===== src/core/rst_defs.svh =====
`ifndef RST_DEFS_SVH
`define RST_DEFS_SVH

`define PSC_ADDR        8'hFF
`define IRQ_STAT_ADDR   8'hFD
`define IRQ_MASK_ADDR   8'hFE
`define CLK_CFG_ADDR    8'hFC
`define PSC_RESET       8'h10
`define PSC_BIT_IRQEN   7
`define PSC_BIT_WATCHDOG_RESET_FLAG    5
`define PSC_BIT_POWER_ON_RESET_FLAG    4
`define PSC_BIT_SLEEP   3
`define PSC_BIT_STOP    0
`define RESET_VECTOR    16'h0000
`define CLK_DIV_POR     3'h3
`define CLK_INTERNAL    1'b0
`define SLEEP_IVL_MIN   2'h0
`define CLK_MHZ         50
`define EXTERNAL_RESET_PIN_MIN_NS     10000
`define EXTERNAL_RESET_PIN_MIN_CYC    ((`EXTERNAL_RESET_PIN_MIN_NS * `CLK_MHZ + 999) / 1000)
`define POR_HOLD_MS     64
`define POR_HOLD_CYC    (`POR_HOLD_MS * 1000 * `CLK_MHZ)

`endif


===== src/core/rst_pkg.sv =====
package rst_pkg;
  typedef enum logic [2:0] {
    ST_HOLD  = 3'b001,
    ST_RUN   = 3'b010,
    ST_SLEEP = 3'b100
  } cpu_state_e;
endpackage


===== src/core/external_reset_pin_if.sv =====
`timescale 1ns/1ps
`default_nettype none
interface external_reset_pin_if;
  logic pin;
  logic fire;
  modport filt (input pin, output fire);
  modport top (output pin, input fire);
endinterface
`default_nettype wire


===== src/core/external_reset_pin_filter.sv =====
`timescale 1ns/1ps
`default_nettype none
`include "rst_defs.svh"
module external_reset_pin_filter #(
  parameter int MIN_CYC = `EXTERNAL_RESET_PIN_MIN_CYC
) (
  input  wire logic clk_sys,
  input  wire logic rst,
  external_reset_pin_if.filt      xr
);
  initial begin
    if (MIN_CYC < 1 || MIN_CYC > 65535) $error("external_reset_pin_filter: bad MIN_CYC");
  end
  typedef struct packed {
    logic [15:0] cnt;
    logic        fire;
  } filt_s;
  filt_s st_r;
  filt_s st_nxt;
  always_comb begin
    st_nxt = st_r;
    st_nxt.fire = 1'b0;
    if (!xr.pin) begin
      st_nxt.cnt = 16'h0000;
    end else if (st_r.cnt < 16'(MIN_CYC)) begin
      st_nxt.cnt = st_r.cnt + 16'h0001;
      st_nxt.fire = (st_r.cnt == 16'(MIN_CYC - 1));
    end
  end
  always_ff @(posedge clk_sys or posedge rst) begin
    if (rst) begin
      st_r <= '0;
    end else begin
      st_r <= st_nxt;
    end
  end
  assign xr.fire = st_r.fire;
endmodule // external_reset_pin_filter
`default_nettype wire


===== src/core/reset_cause_status_control.sv =====
// The address-and-strobe port is this design's own decision.
`timescale 1ns/1ps
`default_nettype none
`include "rst_defs.svh"
module reset_cause_status_control #(
  parameter int POR_HOLD_CYC = `POR_HOLD_CYC,
  parameter int EXTERNAL_RESET_PIN_CYC     = `EXTERNAL_RESET_PIN_MIN_CYC
) (
  input  wire logic        clk_sys,
  input  wire logic        rst,
  input  wire logic        external_reset_pin,
  input  wire logic        watchdog_reset_event,
  input  wire logic        global_irq_enable_view,
  input  wire logic        irq_pending,
  input  wire logic [7:0]  reg_addr,
  input  wire logic [7:0]  reg_wdata,
  input  wire logic        reg_wr,
  input  wire logic        reg_rd,
  output logic      [7:0]  reg_rdata,
  output logic             cpu_run,
  output logic             cpu_reset,
  output logic      [15:0] fetch_addr,
  output logic             irq_force_off,
  output logic             clk_source,
  output logic      [2:0]  cpu_clk_div,
  output logic      [1:0]  sleep_interval,
  output logic             wdt_enable,
  output logic             irq
);
  initial begin
    if (POR_HOLD_CYC < 1 || POR_HOLD_CYC > 2**30) $error("bad POR_HOLD_CYC");
  end

  typedef struct packed {
    rst_pkg::cpu_state_e state;
    logic [29:0]         hold_cnt;
    logic                watchdog_reset_flag;
    logic                power_on_reset_flag;
    logic                sleep;
    logic                stop;
    logic [2:0]          clk_div;
    logic                clk_src;
    logic [1:0]          sleep_ivl;
    logic [1:0]          irq_stat;
    logic [1:0]          irq_mask;
    logic [7:0]          rdata;
    logic                rst_pulse;
  } top_s;

  top_s st_r;
  top_s st_nxt;
  logic external_reset_pin_fire;
  logic psc_wr;
  logic [7:0] psc_view;

  external_reset_pin_if xr ();
  assign xr.pin = external_reset_pin;
  assign external_reset_pin_fire = xr.fire;

  external_reset_pin_filter #(
    .MIN_CYC (EXTERNAL_RESET_PIN_CYC)
  ) u_external_reset_pin (
    .clk_sys (clk_sys),
    .rst     (rst),
    .xr      (xr)
  );

  assign psc_wr = reg_wr && (reg_addr == `PSC_ADDR);

  always_comb begin
    psc_view = 8'h00;
    psc_view[`PSC_BIT_IRQEN] = global_irq_enable_view;
    psc_view[`PSC_BIT_WATCHDOG_RESET_FLAG]  = st_r.watchdog_reset_flag;
    psc_view[`PSC_BIT_POWER_ON_RESET_FLAG]  = st_r.power_on_reset_flag;
    psc_view[`PSC_BIT_SLEEP] = st_r.sleep;
    psc_view[`PSC_BIT_STOP]  = st_r.stop;
  end

  always_comb begin
    logic wdr_ok;
    wdr_ok = watchdog_reset_event && !st_r.power_on_reset_flag;
    st_nxt = st_r;
    st_nxt.rst_pulse = 1'b0;
    st_nxt.rdata = 8'h00;
    // Register writes
    if (psc_wr) begin
      if (!reg_wdata[`PSC_BIT_WATCHDOG_RESET_FLAG]) begin
        st_nxt.watchdog_reset_flag = 1'b0;
      end
      if (!reg_wdata[`PSC_BIT_POWER_ON_RESET_FLAG]) begin
        st_nxt.power_on_reset_flag = 1'b0;
      end
      st_nxt.sleep = reg_wdata[`PSC_BIT_SLEEP];
      st_nxt.stop  = reg_wdata[`PSC_BIT_STOP];
    end
    if (reg_wr && reg_addr == `CLK_CFG_ADDR) begin
      st_nxt.clk_div   = reg_wdata[2:0];
      st_nxt.clk_src   = reg_wdata[3];
      st_nxt.sleep_ivl = reg_wdata[5:4];
    end
    if (reg_wr && reg_addr == `IRQ_STAT_ADDR) begin
      st_nxt.irq_stat = st_r.irq_stat & ~reg_wdata[1:0];
    end
    if (reg_wr && reg_addr == `IRQ_MASK_ADDR) begin
      st_nxt.irq_mask = reg_wdata[1:0];
    end
    // Hold, run and sleep sequencing
    unique case (st_r.state)
      rst_pkg::ST_HOLD: begin
        if (st_r.hold_cnt == 30'(POR_HOLD_CYC - 1)) begin
          st_nxt.state = rst_pkg::ST_RUN;
          st_nxt.hold_cnt = 30'h0;
        end else begin
          st_nxt.hold_cnt = st_r.hold_cnt + 30'h1;
        end
      end
      rst_pkg::ST_RUN: begin
        if (st_r.sleep && irq_pending) begin
          st_nxt.sleep = 1'b0;
        end else if (st_r.sleep) begin
          st_nxt.state = rst_pkg::ST_SLEEP;
        end
      end
      rst_pkg::ST_SLEEP: begin
        if (irq_pending) begin
          st_nxt.state = rst_pkg::ST_RUN;
          st_nxt.sleep = 1'b0;
        end
      end
      default: st_nxt.state = rst_pkg::ST_HOLD;
    endcase
    // Reset sources
    if (external_reset_pin_fire) begin
      st_nxt = '0;
      st_nxt.state = rst_pkg::ST_HOLD;
      st_nxt.power_on_reset_flag = 1'b1;
      st_nxt.clk_div = `CLK_DIV_POR;
      st_nxt.irq_stat = 2'b01;
      st_nxt.rst_pulse = 1'b1;
    end else if (wdr_ok) begin
      st_nxt.watchdog_reset_flag = 1'b1;
      st_nxt.stop = 1'b0;
      st_nxt.sleep = 1'b0;
      st_nxt.state = rst_pkg::ST_RUN;
      st_nxt.clk_src = `CLK_INTERNAL;
      st_nxt.sleep_ivl = `SLEEP_IVL_MIN;
      st_nxt.irq_stat = st_nxt.irq_stat | 2'b10;
      st_nxt.rst_pulse = 1'b1;
    end
    if (reg_rd) begin
      unique case (reg_addr)
        `PSC_ADDR:      st_nxt.rdata = psc_view;
        `CLK_CFG_ADDR:  st_nxt.rdata = {2'b00, st_r.sleep_ivl, st_r.clk_src, st_r.clk_div};
        `IRQ_STAT_ADDR: st_nxt.rdata = {6'h00, st_r.irq_stat};
        `IRQ_MASK_ADDR: st_nxt.rdata = {6'h00, st_r.irq_mask};
        default:        st_nxt.rdata = 8'h00;
      endcase
    end
  end

  always_ff @(posedge clk_sys or posedge rst) begin
    if (rst) begin
      st_r <= '0;
      st_r.state <= rst_pkg::ST_HOLD;
      st_r.power_on_reset_flag <= 1'b1;
      st_r.clk_div <= `CLK_DIV_POR;
      st_r.clk_src <= `CLK_INTERNAL;
      st_r.sleep_ivl <= `SLEEP_IVL_MIN;
      st_r.irq_stat <= 2'b01;
      st_r.rst_pulse <= 1'b1;
    end else begin
      st_r <= st_nxt;
    end
  end

  assign reg_rdata      = st_r.rdata;
  assign cpu_run        = (st_r.state == rst_pkg::ST_RUN) && !st_r.stop && !st_r.rst_pulse;
  assign cpu_reset      = st_r.rst_pulse || (st_r.state == rst_pkg::ST_HOLD);
  assign fetch_addr     = `RESET_VECTOR;
  assign irq_force_off  = cpu_reset;
  assign clk_source     = st_r.clk_src;
  assign cpu_clk_div    = st_r.clk_div;
  assign sleep_interval = st_r.sleep_ivl;
  assign wdt_enable     = !st_r.power_on_reset_flag;
  assign irq            = |(st_r.irq_stat & st_r.irq_mask);
endmodule // reset_cause_status_control
`default_nettype wire


===== config.mk =====
export PLATFORM = sky130hd
export DESIGN_NAME = reset_cause_status_control
export DESIGN_NICKNAME = d
export VERILOG_FILES = /design/src/core/rst_pkg.sv /design/src/core/external_reset_pin_if.sv /design/src/core/external_reset_pin_filter.sv /design/src/core/reset_cause_status_control.sv
export VERILOG_INCLUDE_DIRS = /design/src /design/src/core
export SDC_FILE = /design/constraint.sdc
export NUM_CORES = 1
export LEC_CHECK = 0
export BUFFER_PORTS_ARGS = -buffer_cell sky130_fd_sc_hd__buf_2
export CORE_MARGIN = 10
export CORE_UTILIZATION = 50
export CTS_CLUSTER_SIZE = 30
export DETAILED_ROUTE_END_ITERATION = 8
export GPL_TIMING_DRIVEN = 1
export PLACE_DENSITY = 0.73
export SETUP_SLACK_MARGIN = 0.05
export SYNTH_ARGS = -nofsm -noshare
export SYNTH_HDL_FRONTEND = slang
export SYNTH_SLANG_ARGS = --single-unit

===== constraint.sdc =====
create_clock -name clk_sys -period 2.8 [get_ports clk_sys]
set_input_delay 0 -clock clk_sys [delete_from_list [all_inputs] [get_ports clk_sys]]
set_output_delay 0 -clock clk_sys [all_outputs]
set_load 0.005 [all_outputs]

==> results of run 1 <==
==> final timing paths <==
kind	start	endpoint	slack, ps	depth (start not counted)
worst max-delay path	st_r[34]$_DFFE_PP0P_	st_r[47]$_DFFE_PP0P_	380	6
worst min-delay path	watchdog_reset_event	st_r[12]$_DFFE_PP0P_	40	3
worst max register to register	st_r[34]$_DFFE_PP0P_	st_r[47]$_DFFE_PP0P_	380	6
worst min register to register	u_external_reset_pin.st_r[13]$_DFFE_PP0P_	u_external_reset_pin.st_r[13]$_DFFE_PP0P_	490	1
max in group asynchronous	rst	st_r[53]$_DFFE_PP1P_	1780	4
min in group asynchronous	rst	st_r[9]$_DFFE_PP0P_	320	3
==> synthesized netlist by cell type, types with 3 or more instances <==
master,instances,share of area [%]
dfrtp_1,66,44
nand2_1,45,4.5
nand3_1,31,4.1
nor2_1,31,3.1
buf_4,30,5.9
a21oi_1,19,2.5
a31oi_1,16,2.6
nand4_1,12,2.0
o21ai_0,10,1.3
and2_1,8,1.3
clkbuf_1,8,0.79
inv_1,8,0.79
nor3_1,7,0.92
nor4_1,7,1.2
and3_1,6,0.99
dfstp_2,6,4.2
mux2i_1,6,1.6
nand2b_1,6,0.99
or3_1,6,0.99
xor2_1,6,1.4
a21o_1,5,0.99
o211ai_1,5,0.99
or2_2,5,0.83
or4_1,4,0.79
a22o_1,3,0.69
a22oi_1,3,0.59
buf_6,3,0.89
nand3b_1,3,0.59
nor2b_1,3,0.50
nor3b_1,3,0.59
xnor2_1,3,0.69
==> cell type report <==
class | instances | share of cell area (%)
clock inverter | 4 | 0.533
multi-input combinational | 295 | 40.4
tap | 99 | 2.93
sequential | 72 | 42.8
inverter | 9 | 0.799
clock buffer | 12 | 3.20
timing repair buffer | 60 | 9.30
==> through the flow <==
stage	util (%)	hold slack (ps)	cell area, um2	setup WS [ps]	power, mW
after floorplan	-	70.3	3850	638	1.15
after global placement	54.0	167	3960	435	1.17
after detailed placement	54.0	171	3960	392	1.17
after CTS	57.7	32.0	4230	382	1.87
after global routing	57.7	34.7	4230	278	1.94
final	57.7	40.0	4230	381	1.86
==> tightest hold or removal path: stages <==
cell and delay, ps:
buf_2 100, nand2_1 160, a21oi_1 90
==> per-layer routing <==
metal / share of wire (%) / global-route usage (%) / vias up / wire length [um]
met5: 0 / 0 / - / 0
met4: 1.8 / 5.90 / 0 / 148
met3: 6.4 / 4.25 / 12 / 523
met2: 47 / 22.9 / 87 / 3830
met1: 45 / 19.0 / 1448 / 3640
li1: - / - / 1499 / -
==> state kept, by name (all words and copies together) (netlist names) <==
signal                        flops
cpu_clk_div                       3
sleep_interval                    2
u_external_reset_pin.xr.fire      1
st_r                             38
clk_source                        1
psc_view                          4
reg_rdata                         7
u_external_reset_pin.st_r        16
==> power by group through the flow <==
stage	sequential (mW)	combinational, mW	clock, mW
2_1_floorplan	1.08	0.0728	0
3_3_place_gp	1.08	0.0913	0
3_5_place_dp	1.08	0.0937	0
4_1_cts	1.06	0.105	0.702
5_1_grt	1.06	0.120	0.760
6_report	1.06	0.105	0.690
==> cells by family after synthesis <==
kind of cell,after synthesis,synth area share (%)
simple gates,184,25.2
compound gates,76,13.3
flops,72,47.7
buf+inv,52,8.78
xor+xnor,9,2.08
mux,7,2.18
fa+ha+maj,2,0.660
other cells,1,0.0989
==> summary.md, run 1 <==
| Metric | Value |
|---|---|
| Max cap viols | `0` |
| Initial Util | `51.7%` |
| Die X-Extent | `107 um` |
| Vias per Instance | `5.53` |
| F_max | `0.413 GHz` |
| Sw frac | `23.9%` |
| Post-synth EDFFs | `0` |
| Leak Pwr | `1.89 nW` |
| DR DRC count | `0` |
| Worst setup SP type | `flip-flop` |
| Final HPWL DP | `5770 um` |
| CTS tree | `yes` |
| Core area | `7330 um2` |
| Int Pwr | `1.41 mW` |
| CP Buf/Inv Count | `1` |
| Crit-path max cell delay | `570 ps` |
| Root Buffer | `clkbuf_8` |
| Asr flop ratio synth | `100%` |
| Max stage delay cell, worst path | `or4b_4` |
| IO buf count | `39` |
| Vias in the first global route | `2989` |
| CP cell instances | `or4b_4 > or4_1 > o21a_1 > buf_4 > and3_1 > a221o_1` |
| Nature of the critical path endpoint | `flip-flop` |
| CTS buffer count | `9` |
| Ys flop type | `dfrtp_1` |
| Vias | `3046` |
| Power Density | `439 nW/um2` |
| Fillers | `659` |
| CP delay by family, top | `simple AND/OR/NAND/NOR gates` |
| Register area share after synthesis | `47.7%` |
| Die area | `11500 um2` |
| Clock Power Share | `37.2%` |
| First-pass GRT wire length | `14000 um` |
| RSZ-0062 raised after global routing | `no` |
| Routed Antenna Nets | `0` |
| Clock tree buffer depth | `2` |
| Post-Synthesis Cell Area | `3790 um2` |
| Area taken by multi-input logic gates | `1710 um2` |
| # diodes | `0` |
| Final Critical Period | `2420 ps` |
| Share of cells above drive strength 1 | `17.3%` |
| Finished Layout Cells | `551` |
| Sinks on Clock Net | `72` |
| # setup viols final | `0` |
| Syn Inst Count | `403` |
| Max-slew headroom | `51.8%` |
| Seq pwr share | `57.2%` |
| Worst-Skew Late Latency | `340 ps` |
| Worst Tran Pin Value | `722 ps` |
| P_sw | `444 uW` |
| Die Y | `107 um` |
| Rows | `31` |
| Clk slew on worst S/H paths | `80 ps` |
| Final wirelength | `8140 um` |
| Largest net degree at the start of global routing | `39` |
| Logic pwr share | `5.7%` |
| Most common cell after layout, fill and taps aside | `dfrtp_1` |
| Post-synthesis register bit count | `72` |
| Gpl congestion | `0.820` |
| Final period util | `86.4%` |
| Final Skew | `10.7 ps` |
| CP max FO | `29` |
| Placed Cells | `524` |
| Ys Warns | `0` |
| Most frequent cells in the layout | `dfrtp_1, nand2_1, buf_2` |
| Synthesis-to-layout area growth | `11.5%` |
| Worst IR Drop VDD | `234 uV` |
| Final Hold Fails | `0` |
| Grt ovf | `0` |
| Crit path DAT | `2640 ps` |
| Post-Syn Area per Cell | `9.41 um2` |
| Register area | `1810 um2` |
| Drt first pass iters | `5` |
| Hold_buf cts | `11` |
| H-tree depth | `3` |
| Post CTS Setup Buffer Count | `0` |
| DRT iter0 DRCs | `220` |
| Fin. max-slew vios | `0` |
| Post-cts resize count | `0` |
| Average wire per standard cell | `14.8 um` |
| Critical path class | `flip-flop to flip-flop` |
| Distinct cells, synth | `51` |
| Fin nets | `473` |
| Total track usage | `14.8%` |
| I/O pin cnt | `59` |
| CP required | `3030 ps` |
| Worst hold path class | `input pin to flip-flop` |
| Outcome | `finished clean` |
| Initial antenna violation count | `0` |
| Fin Setup TNS | `0 ps` |
(Power assumes the default switching activity.)
==> inputs of run 2 (changes only) <==
--- a/config.mk
+++ b/config.mk
@@ -8,11 +8,11 @@
 export LEC_CHECK = 0
 export BUFFER_PORTS_ARGS = -buffer_cell sky130_fd_sc_hd__buf_2
 export CORE_MARGIN = 10
-export CORE_UTILIZATION = 50
+export CORE_UTILIZATION = 30
 export CTS_CLUSTER_SIZE = 30
 export DETAILED_ROUTE_END_ITERATION = 8
 export GPL_TIMING_DRIVEN = 1
-export PLACE_DENSITY = 0.73
+export PLACE_DENSITY = 0.49
 export SETUP_SLACK_MARGIN = 0.05
 export SYNTH_ARGS = -nofsm -noshare
 export SYNTH_HDL_FRONTEND = slang
==> summary.md, run 2 (synthesized netlist as in run 1, its figures left out) <==
| Metric | Value |
|---|---|
| Outcome | `finished clean` |
| Clk slew on worst S/H paths | `60 ps (-20 ps)` |
| Largest net degree at the start of global routing | `41 (+5.1%)` |
| Initial antenna violation count | `0 (unchanged)` |
| Gpl congestion | `0.793 (-3.2%)` |
| Worst Tran Pin Value | `865 ps (+143 ps)` |
| Grt ovf | `0 (unchanged)` |
| Final period util | `87.0% (+0.59 points)` |
| Final Hold Fails | `0 (unchanged)` |
| Hold_sp | `reg_addr[7]` |
| Reg2reg path depth | `6 (unchanged)` |
| I/O pin cnt | `59 (unchanged)` |
| Rows | `41 (+32%)` |
| Post-cts resize count | `0 (unchanged)` |
| Clock Power Share | `50.7% (+13 points)` |
| Logic pwr share | `4.5% (-1.2 points)` |
| Critical path class | `flip-flop to flip-flop` |
| Hold slack final | `76.3 ps (+36.3 ps)` |
| Int Pwr | `1.87 mW (+33%)` |
| P_sw | `496 uW (+12%)` |
| Crit path DAT | `2650 ps (about the same)` |
| Core area | `12500 um2 (+71%)` |
| Clock tree buffer depth | `2 (unchanged)` |
| Die area | `17500 um2 (+53%)` |
| Crit-path max cell delay | `570 ps (about the same)` |
| Seq pwr share | `44.9% (-12 points)` |
| Most frequent cells in the layout | `dfrtp_1, nand2_1, buf_2` |
| Die X-Extent | `132 um (+24%)` |
| DR DRC count | `0 (unchanged)` |
| Hold Path Depth | `4 (+1)` |
| Total track usage | `10.3% (-4.5 points)` |
| Max cap viols | `0 (unchanged)` |
| Die Y | `132 um (+24%)` |
| Vias | `3056 (+0.33%)` |
| CTS buffer count | `9 (unchanged)` |
| Synthesis-to-layout area growth | `18.0%` |
| R2r startpoint | `st_r[34]$_DFFE_PP0P_` |
| Share of cells above drive strength 1 | `17.4% (+0.18 points)` |
| Place WS | `391 ps (-0.666 ps)` |
| CP max FO | `34 (+17%)` |
| Met2 Resource Use GR | `15.3% (-7.5 points)` |
| Design Area, Final | `4470 um2 (+5.9%)` |
| H-tree depth | `3 (unchanged)` |
| # diodes | `0 (unchanged)` |
| Sinks on Clock Net | `72 (unchanged)` |
| F_max | `0.411 GHz (-0.68%)` |
| Sw frac | `20.9% (-3.0 points)` |
| Worst hold path class | `input pin to flip-flop` |
| Worst IR Drop VDD | `297 uV (+27%)` |
| CP cell instances | `or4b_4 > or4_1 > o21a_1 > buf_4 > and3_1 > a221o_1` |
| Largest register FFs | `38 (unchanged)` |
| Worst Setup SP | `st_r[34]$_DFFE_PP0P_` |
| Global route hottest layer | `met2` |
| Fin. max-slew vios | `0 (unchanged)` |
| Average wire per standard cell | `14.1 um (-4.8%)` |
| Grt met1 use | `13.3% (-5.6 points)` |
| IO buf count | `39 (unchanged)` |
| Finished Layout Cells | `625 (+13%)` |
| Most common cell after layout, fill and taps aside | `dfrtp_1` |
| RSZ-0062 raised after global routing | `no` |
| Most flop-heavy register | `st_r` |
| Nature of the critical path endpoint | `flip-flop` |
| Leak Pwr | `1.96 nW (+4.0%)` |
| Final wirelength | `8790 um (+8.0%)` |
| Final Util | `35.7% (-22 points)` |
| Root Buffer | `clkbuf_16` |
| PnR worst setup slack | `365 ps (-16.6 ps)` |
| CP required | `3020 ps (about the same)` |
| Final HPWL DP | `6040 um (+4.8%)` |
| Routed Antenna Nets | `0 (unchanged)` |
| M3 GR Usage | `2.91% (-1.3 points)` |
| Final Critical Period | `2440 ps (+16.6 ps)` |
| Worst-Skew Late Latency | `330 ps (about the same)` |
| Placed Area | `4060 um2 (+2.5%)` |
| DRT iter0 DRCs | `219 (-0.45%)` |
| Worst setup SP type | `flip-flop` |
| Fin nets | `474 (+0.21%)` |
| Drt first pass iters | `4 (-1)` |
| Vias in the first global route | `3010 (+0.70%)` |
| Max-slew headroom | `42.2% (-9.6 points)` |
| Pwr Total | `2.37 mW (+28%)` |
| Max stage delay cell, worst path | `or4b_4` |
| Final Skew | `6.78 ps (-3.96 ps)` |
| First-pass GRT wire length | `15100 um (+7.9%)` |
| Fin Setup TNS | `0 ps (unchanged)` |
| Vias per Instance | `4.89 (-12%)` |
| # setup viols final | `0 (unchanged)` |
| CTS tree | `yes` |
| Power Density | `529 nW/um2 (+21%)` |
| Placed Cells | `598 (+14%)` |
| Initial Util | `30.3% (-21 points)` |
-- run 2: layer usage --
metal	part of all wire, %	vias to the layer above
li1	-	1496
met5	0	-
met2	44	65
met1	49	1487
met3	4.8	8
met4	1.7	0
-- run 2: final timing paths --
path	endpoint	slack, ps
setup / recovery	st_r[43]$_DFFE_PP0P_	360
hold / removal	reg_rdata[0]$_DFF_PP0_	80
setup reg to reg	st_r[43]$_DFFE_PP0P_	360
hold reg to reg	u_external_reset_pin.st_r[15]$_DFFE_PP0P_	490
max in group asynchronous	st_r[0]$_DFF_PP1_	1660
min in group asynchronous	u_external_reset_pin.st_r[14]$_DFFE_PP0P_	400
-- run 2: power groups by stage --
stage                     clock network [mW]  logic (mW)  registers (mW)
final                                   1.20       0.106            1.06
after global routing                    1.29       0.122            1.06
after CTS                               1.23       0.108            1.06
after detailed placement                   0      0.0950            1.08
after global placement                     0      0.0950            1.08
after floorplan                            0      0.0728            1.08
-- run 2: timing repair --
item                                   CTS  global route
endpoints found under the hold margin   59             0
setup buffers                            0             0
hold buffers                            11             0
-- run 2: final cells by class --
type                       count  area, um2
timing repair buffer          61        400
clock inverter                 4       70.1
clock buffer                  12        236
inverter                       9       33.8
fill                        1308       8040
tap                          172        215
multi-input combinational    295       1710
sequential                    72       1810
-- run 2: critical path, delay by kind of cell, from the launching register on --
family                 cells  cell delay, ps
AO/OA/AOI/OAI              2             430
flip-flops                 1             430
buffers and inverters      1             230
AND/OR/NAND/NOR            3            1210
==> inputs of run 3 (changes only) <==
==> constraint.sdc (replaced) <==
create_clock -name clk_sys -period 2.8 [get_ports clk_sys]
set_input_delay 0.56 -clock clk_sys [delete_from_list [all_inputs] [get_ports clk_sys]]
set_output_delay 0.56 -clock clk_sys [all_outputs]
set_load 0.005 [all_outputs]
==> summary.md, run 3 (synthesized netlist as in run 1, its figures left out) <==
| Metric | Value |
|---|---|
| Outcome | `finished clean` |
| Vias | `3014 (-1.4%)` |
| RR Endpoint | `st_r[43]$_DFFE_PP0P_` |
| Largest net degree at the start of global routing | `73 (+78%)` |
| Sinks on Clock Net | `72 (unchanged)` |
| Finished Layout Cells | `612 (-2.1%)` |
| # diodes | `0 (unchanged)` |
| CTS buffer count | `9 (unchanged)` |
| Vias in the first global route | `3002 (-0.27%)` |
| Worst hold path class | `input pin to asynchronous set/reset pin` |
| Final Hold Fails | `0 (unchanged)` |
| Average wire per standard cell | `14.1 um (about the same)` |
| Leak Pwr | `1.92 nW (-2.1%)` |
| Routed Antenna Nets | `0 (unchanged)` |
| Die area | `17500 um2 (unchanged)` |
| Global route hottest layer | `met2` |
| Fin. max-slew vios | `0 (unchanged)` |
| Met2 Resource Use GR | `15.1% (-0.25 points)` |
| Nature of the critical path endpoint | `flip-flop` |
| Most frequent cells in the layout | `dfrtp_1, nand2_1, buf_2` |
| Most common cell after layout, fill and taps aside | `dfrtp_1` |
| Fin Setup TNS | `0 ps (unchanged)` |
| Hold_buf cts | `0 (-11)` |
| Initial antenna violation count | `0 (unchanged)` |
| Reg2reg path depth | `6 (unchanged)` |
| Post-cts resize count | `0 (unchanged)` |
| Clk slew on worst S/H paths | `60 ps (about the same)` |
| Worst IR Drop VDD | `274 uV (-7.8%)` |
| R2r startpoint | `st_r[34]$_DFFE_PP0P_` |
| Final period util | `88.5% (+1.5 points)` |
| Grt ovf | `0 (unchanged)` |
| Die X-Extent | `132 um (unchanged)` |
| Max cap viols | `0 (unchanged)` |
| Final Skew | `4.96 ps (-1.82 ps)` |
| Worst-Skew Late Latency | `340 ps (about the same)` |
| Die Y | `132 um (unchanged)` |
| Rows | `41 (unchanged)` |
| Pwr Total | `2.42 mW (+2.0%)` |
| IO buf count | `39 (unchanged)` |
| Power Density | `553 nW/um2 (+4.4%)` |
| Worst setup SP type | `flip-flop` |
| Most flop-heavy register | `st_r` |
| Post CTS Setup Buffer Count | `0 (unchanged)` |
| Crit path DAT | `2700 ps (+50 ps)` |
| CP required | `3020 ps (about the same)` |
| CTS tree | `yes` |
| Clock tree buffer depth | `2 (unchanged)` |
| Final wirelength | `8620 um (-2.0%)` |
| Gpl congestion | `0.766 (-3.4%)` |
| Worst Tran Pin Value | `617 ps (-248 ps)` |
| R2R setup slack | `320 ps (-40 ps)` |
| Max-slew headroom | `58.5% (+16 points)` |
| DRT iter0 DRCs | `269 (+23%)` |
| Share of cells above drive strength 1 | `18.2% (+0.74 points)` |
| Root Buffer | `clkbuf_16` |
| Initial Util | `30.3% (unchanged)` |
| Final HPWL DP | `5940 um (-1.8%)` |
| Vias per Instance | `4.92 (+0.72%)` |
| I/O pin cnt | `59 (unchanged)` |
| Drt first pass iters | `4 (unchanged)` |
| Placed Area | `4040 um2 (-0.37%)` |
| Synthesis-to-layout area growth | `15.3%` |
| Largest register FFs | `38 (unchanged)` |
| Core area | `12500 um2 (unchanged)` |
| M3 GR Usage | `2.57% (-0.34 points)` |
| CP max FO | `40 (+18%)` |
| Design Area, Final | `4370 um2 (-2.3%)` |
| # setup viols final | `0 (unchanged)` |
| DR DRC count | `0 (unchanged)` |
| First-pass GRT wire length | `15000 um (-0.28%)` |
| H-tree depth | `3 (unchanged)` |
| Final Util | `34.9% (-0.81 points)` |
| Final Critical Period | `2480 ps (+42.1 ps)` |
| Fin nets | `461 (-2.7%)` |
| F_max | `0.404 GHz (-1.7%)` |
| Critical path class | `flip-flop to flip-flop` |
| Grt met1 use | `13.4% (+0.12 points)` |
| Placed Cells | `596 (-0.33%)` |
| RSZ-0062 raised after global routing | `no` |
| Total track usage | `10.1% (-0.14 points)` |
-- run 3: cell types whose count changed in the layout (fill, tap and decap cells not counted), sizes merged --
cell         change
dlygate4sd3     -11
buf              -2
clkbuf           -2
clkinv           +1
inv              +1
-- run 3: metal layers --
layer  vias to the layer above  share of wire (%)
li1                       1480                  -
met1                      1454                 49
met2                        69                 44
met3                        11                4.6
met4                         0                1.9
met5                         -                  0
-- run 3: cell type report --
| class | instances | area [um2] |
|---|---|---|
| Clock buffer | 10 | 239 |
| Timing Repair Buffer | 48 | 275 |
| Inverter | 9 | 33.8 |
| Tap cell | 172 | 215 |
| Fill cell | 1310 | 8140 |
| Sequential cell | 72 | 1810 |
| Multi-Input combinational cell | 295 | 1710 |
| Clock inverter | 6 | 91.3 |
-- run 3: worst max-delay path: stages (launching register included) --
cell	delay [ps]
dfrtp_1	430
or4b_4	580
or4_1	430
o21a_1	190
buf_4	260
and3_1	220
a221o_1	250
-- run 3: metrics by stage --
step | hold slack (ps) | setup slack, ps
6_report | 289 | 323
5_1_grt | 346 | 250
4_1_cts | 319 | 339
3_5_place_dp | 472 | 358
3_3_place_gp | 469 | 380
2_1_floorplan | 452 | 425
-- run 3: where the power goes --
part | total (mW) | switching [mW] | internal, mW
registers | 1.06 | 0.00909 | 1.05
clock network | 1.26 | 0.452 | 0.808
logic | 0.0943 | 0.0612 | 0.0331
total | 2.42 | 0.522 | 1.89
-- run 3: worst max-delay path by stage --
stage                              start  slack [ps]  depth (start not counted)                endpoint
floorplan                            rst         430                          1  clk_source$_DFFE_PP0P_
global placement    st_r[34]$_DFFE_PP0P_         380                          6    st_r[43]$_DFFE_PP0P_
detailed placement  st_r[34]$_DFFE_PP0P_         360                          6    st_r[43]$_DFFE_PP0P_
CTS                 st_r[34]$_DFFE_PP0P_         340                          6    st_r[43]$_DFFE_PP0P_
global route        st_r[34]$_DFFE_PP0P_         250                          6    st_r[43]$_DFFE_PP0P_
finish              st_r[34]$_DFFE_PP0P_         320                          6    st_r[43]$_DFFE_PP0P_
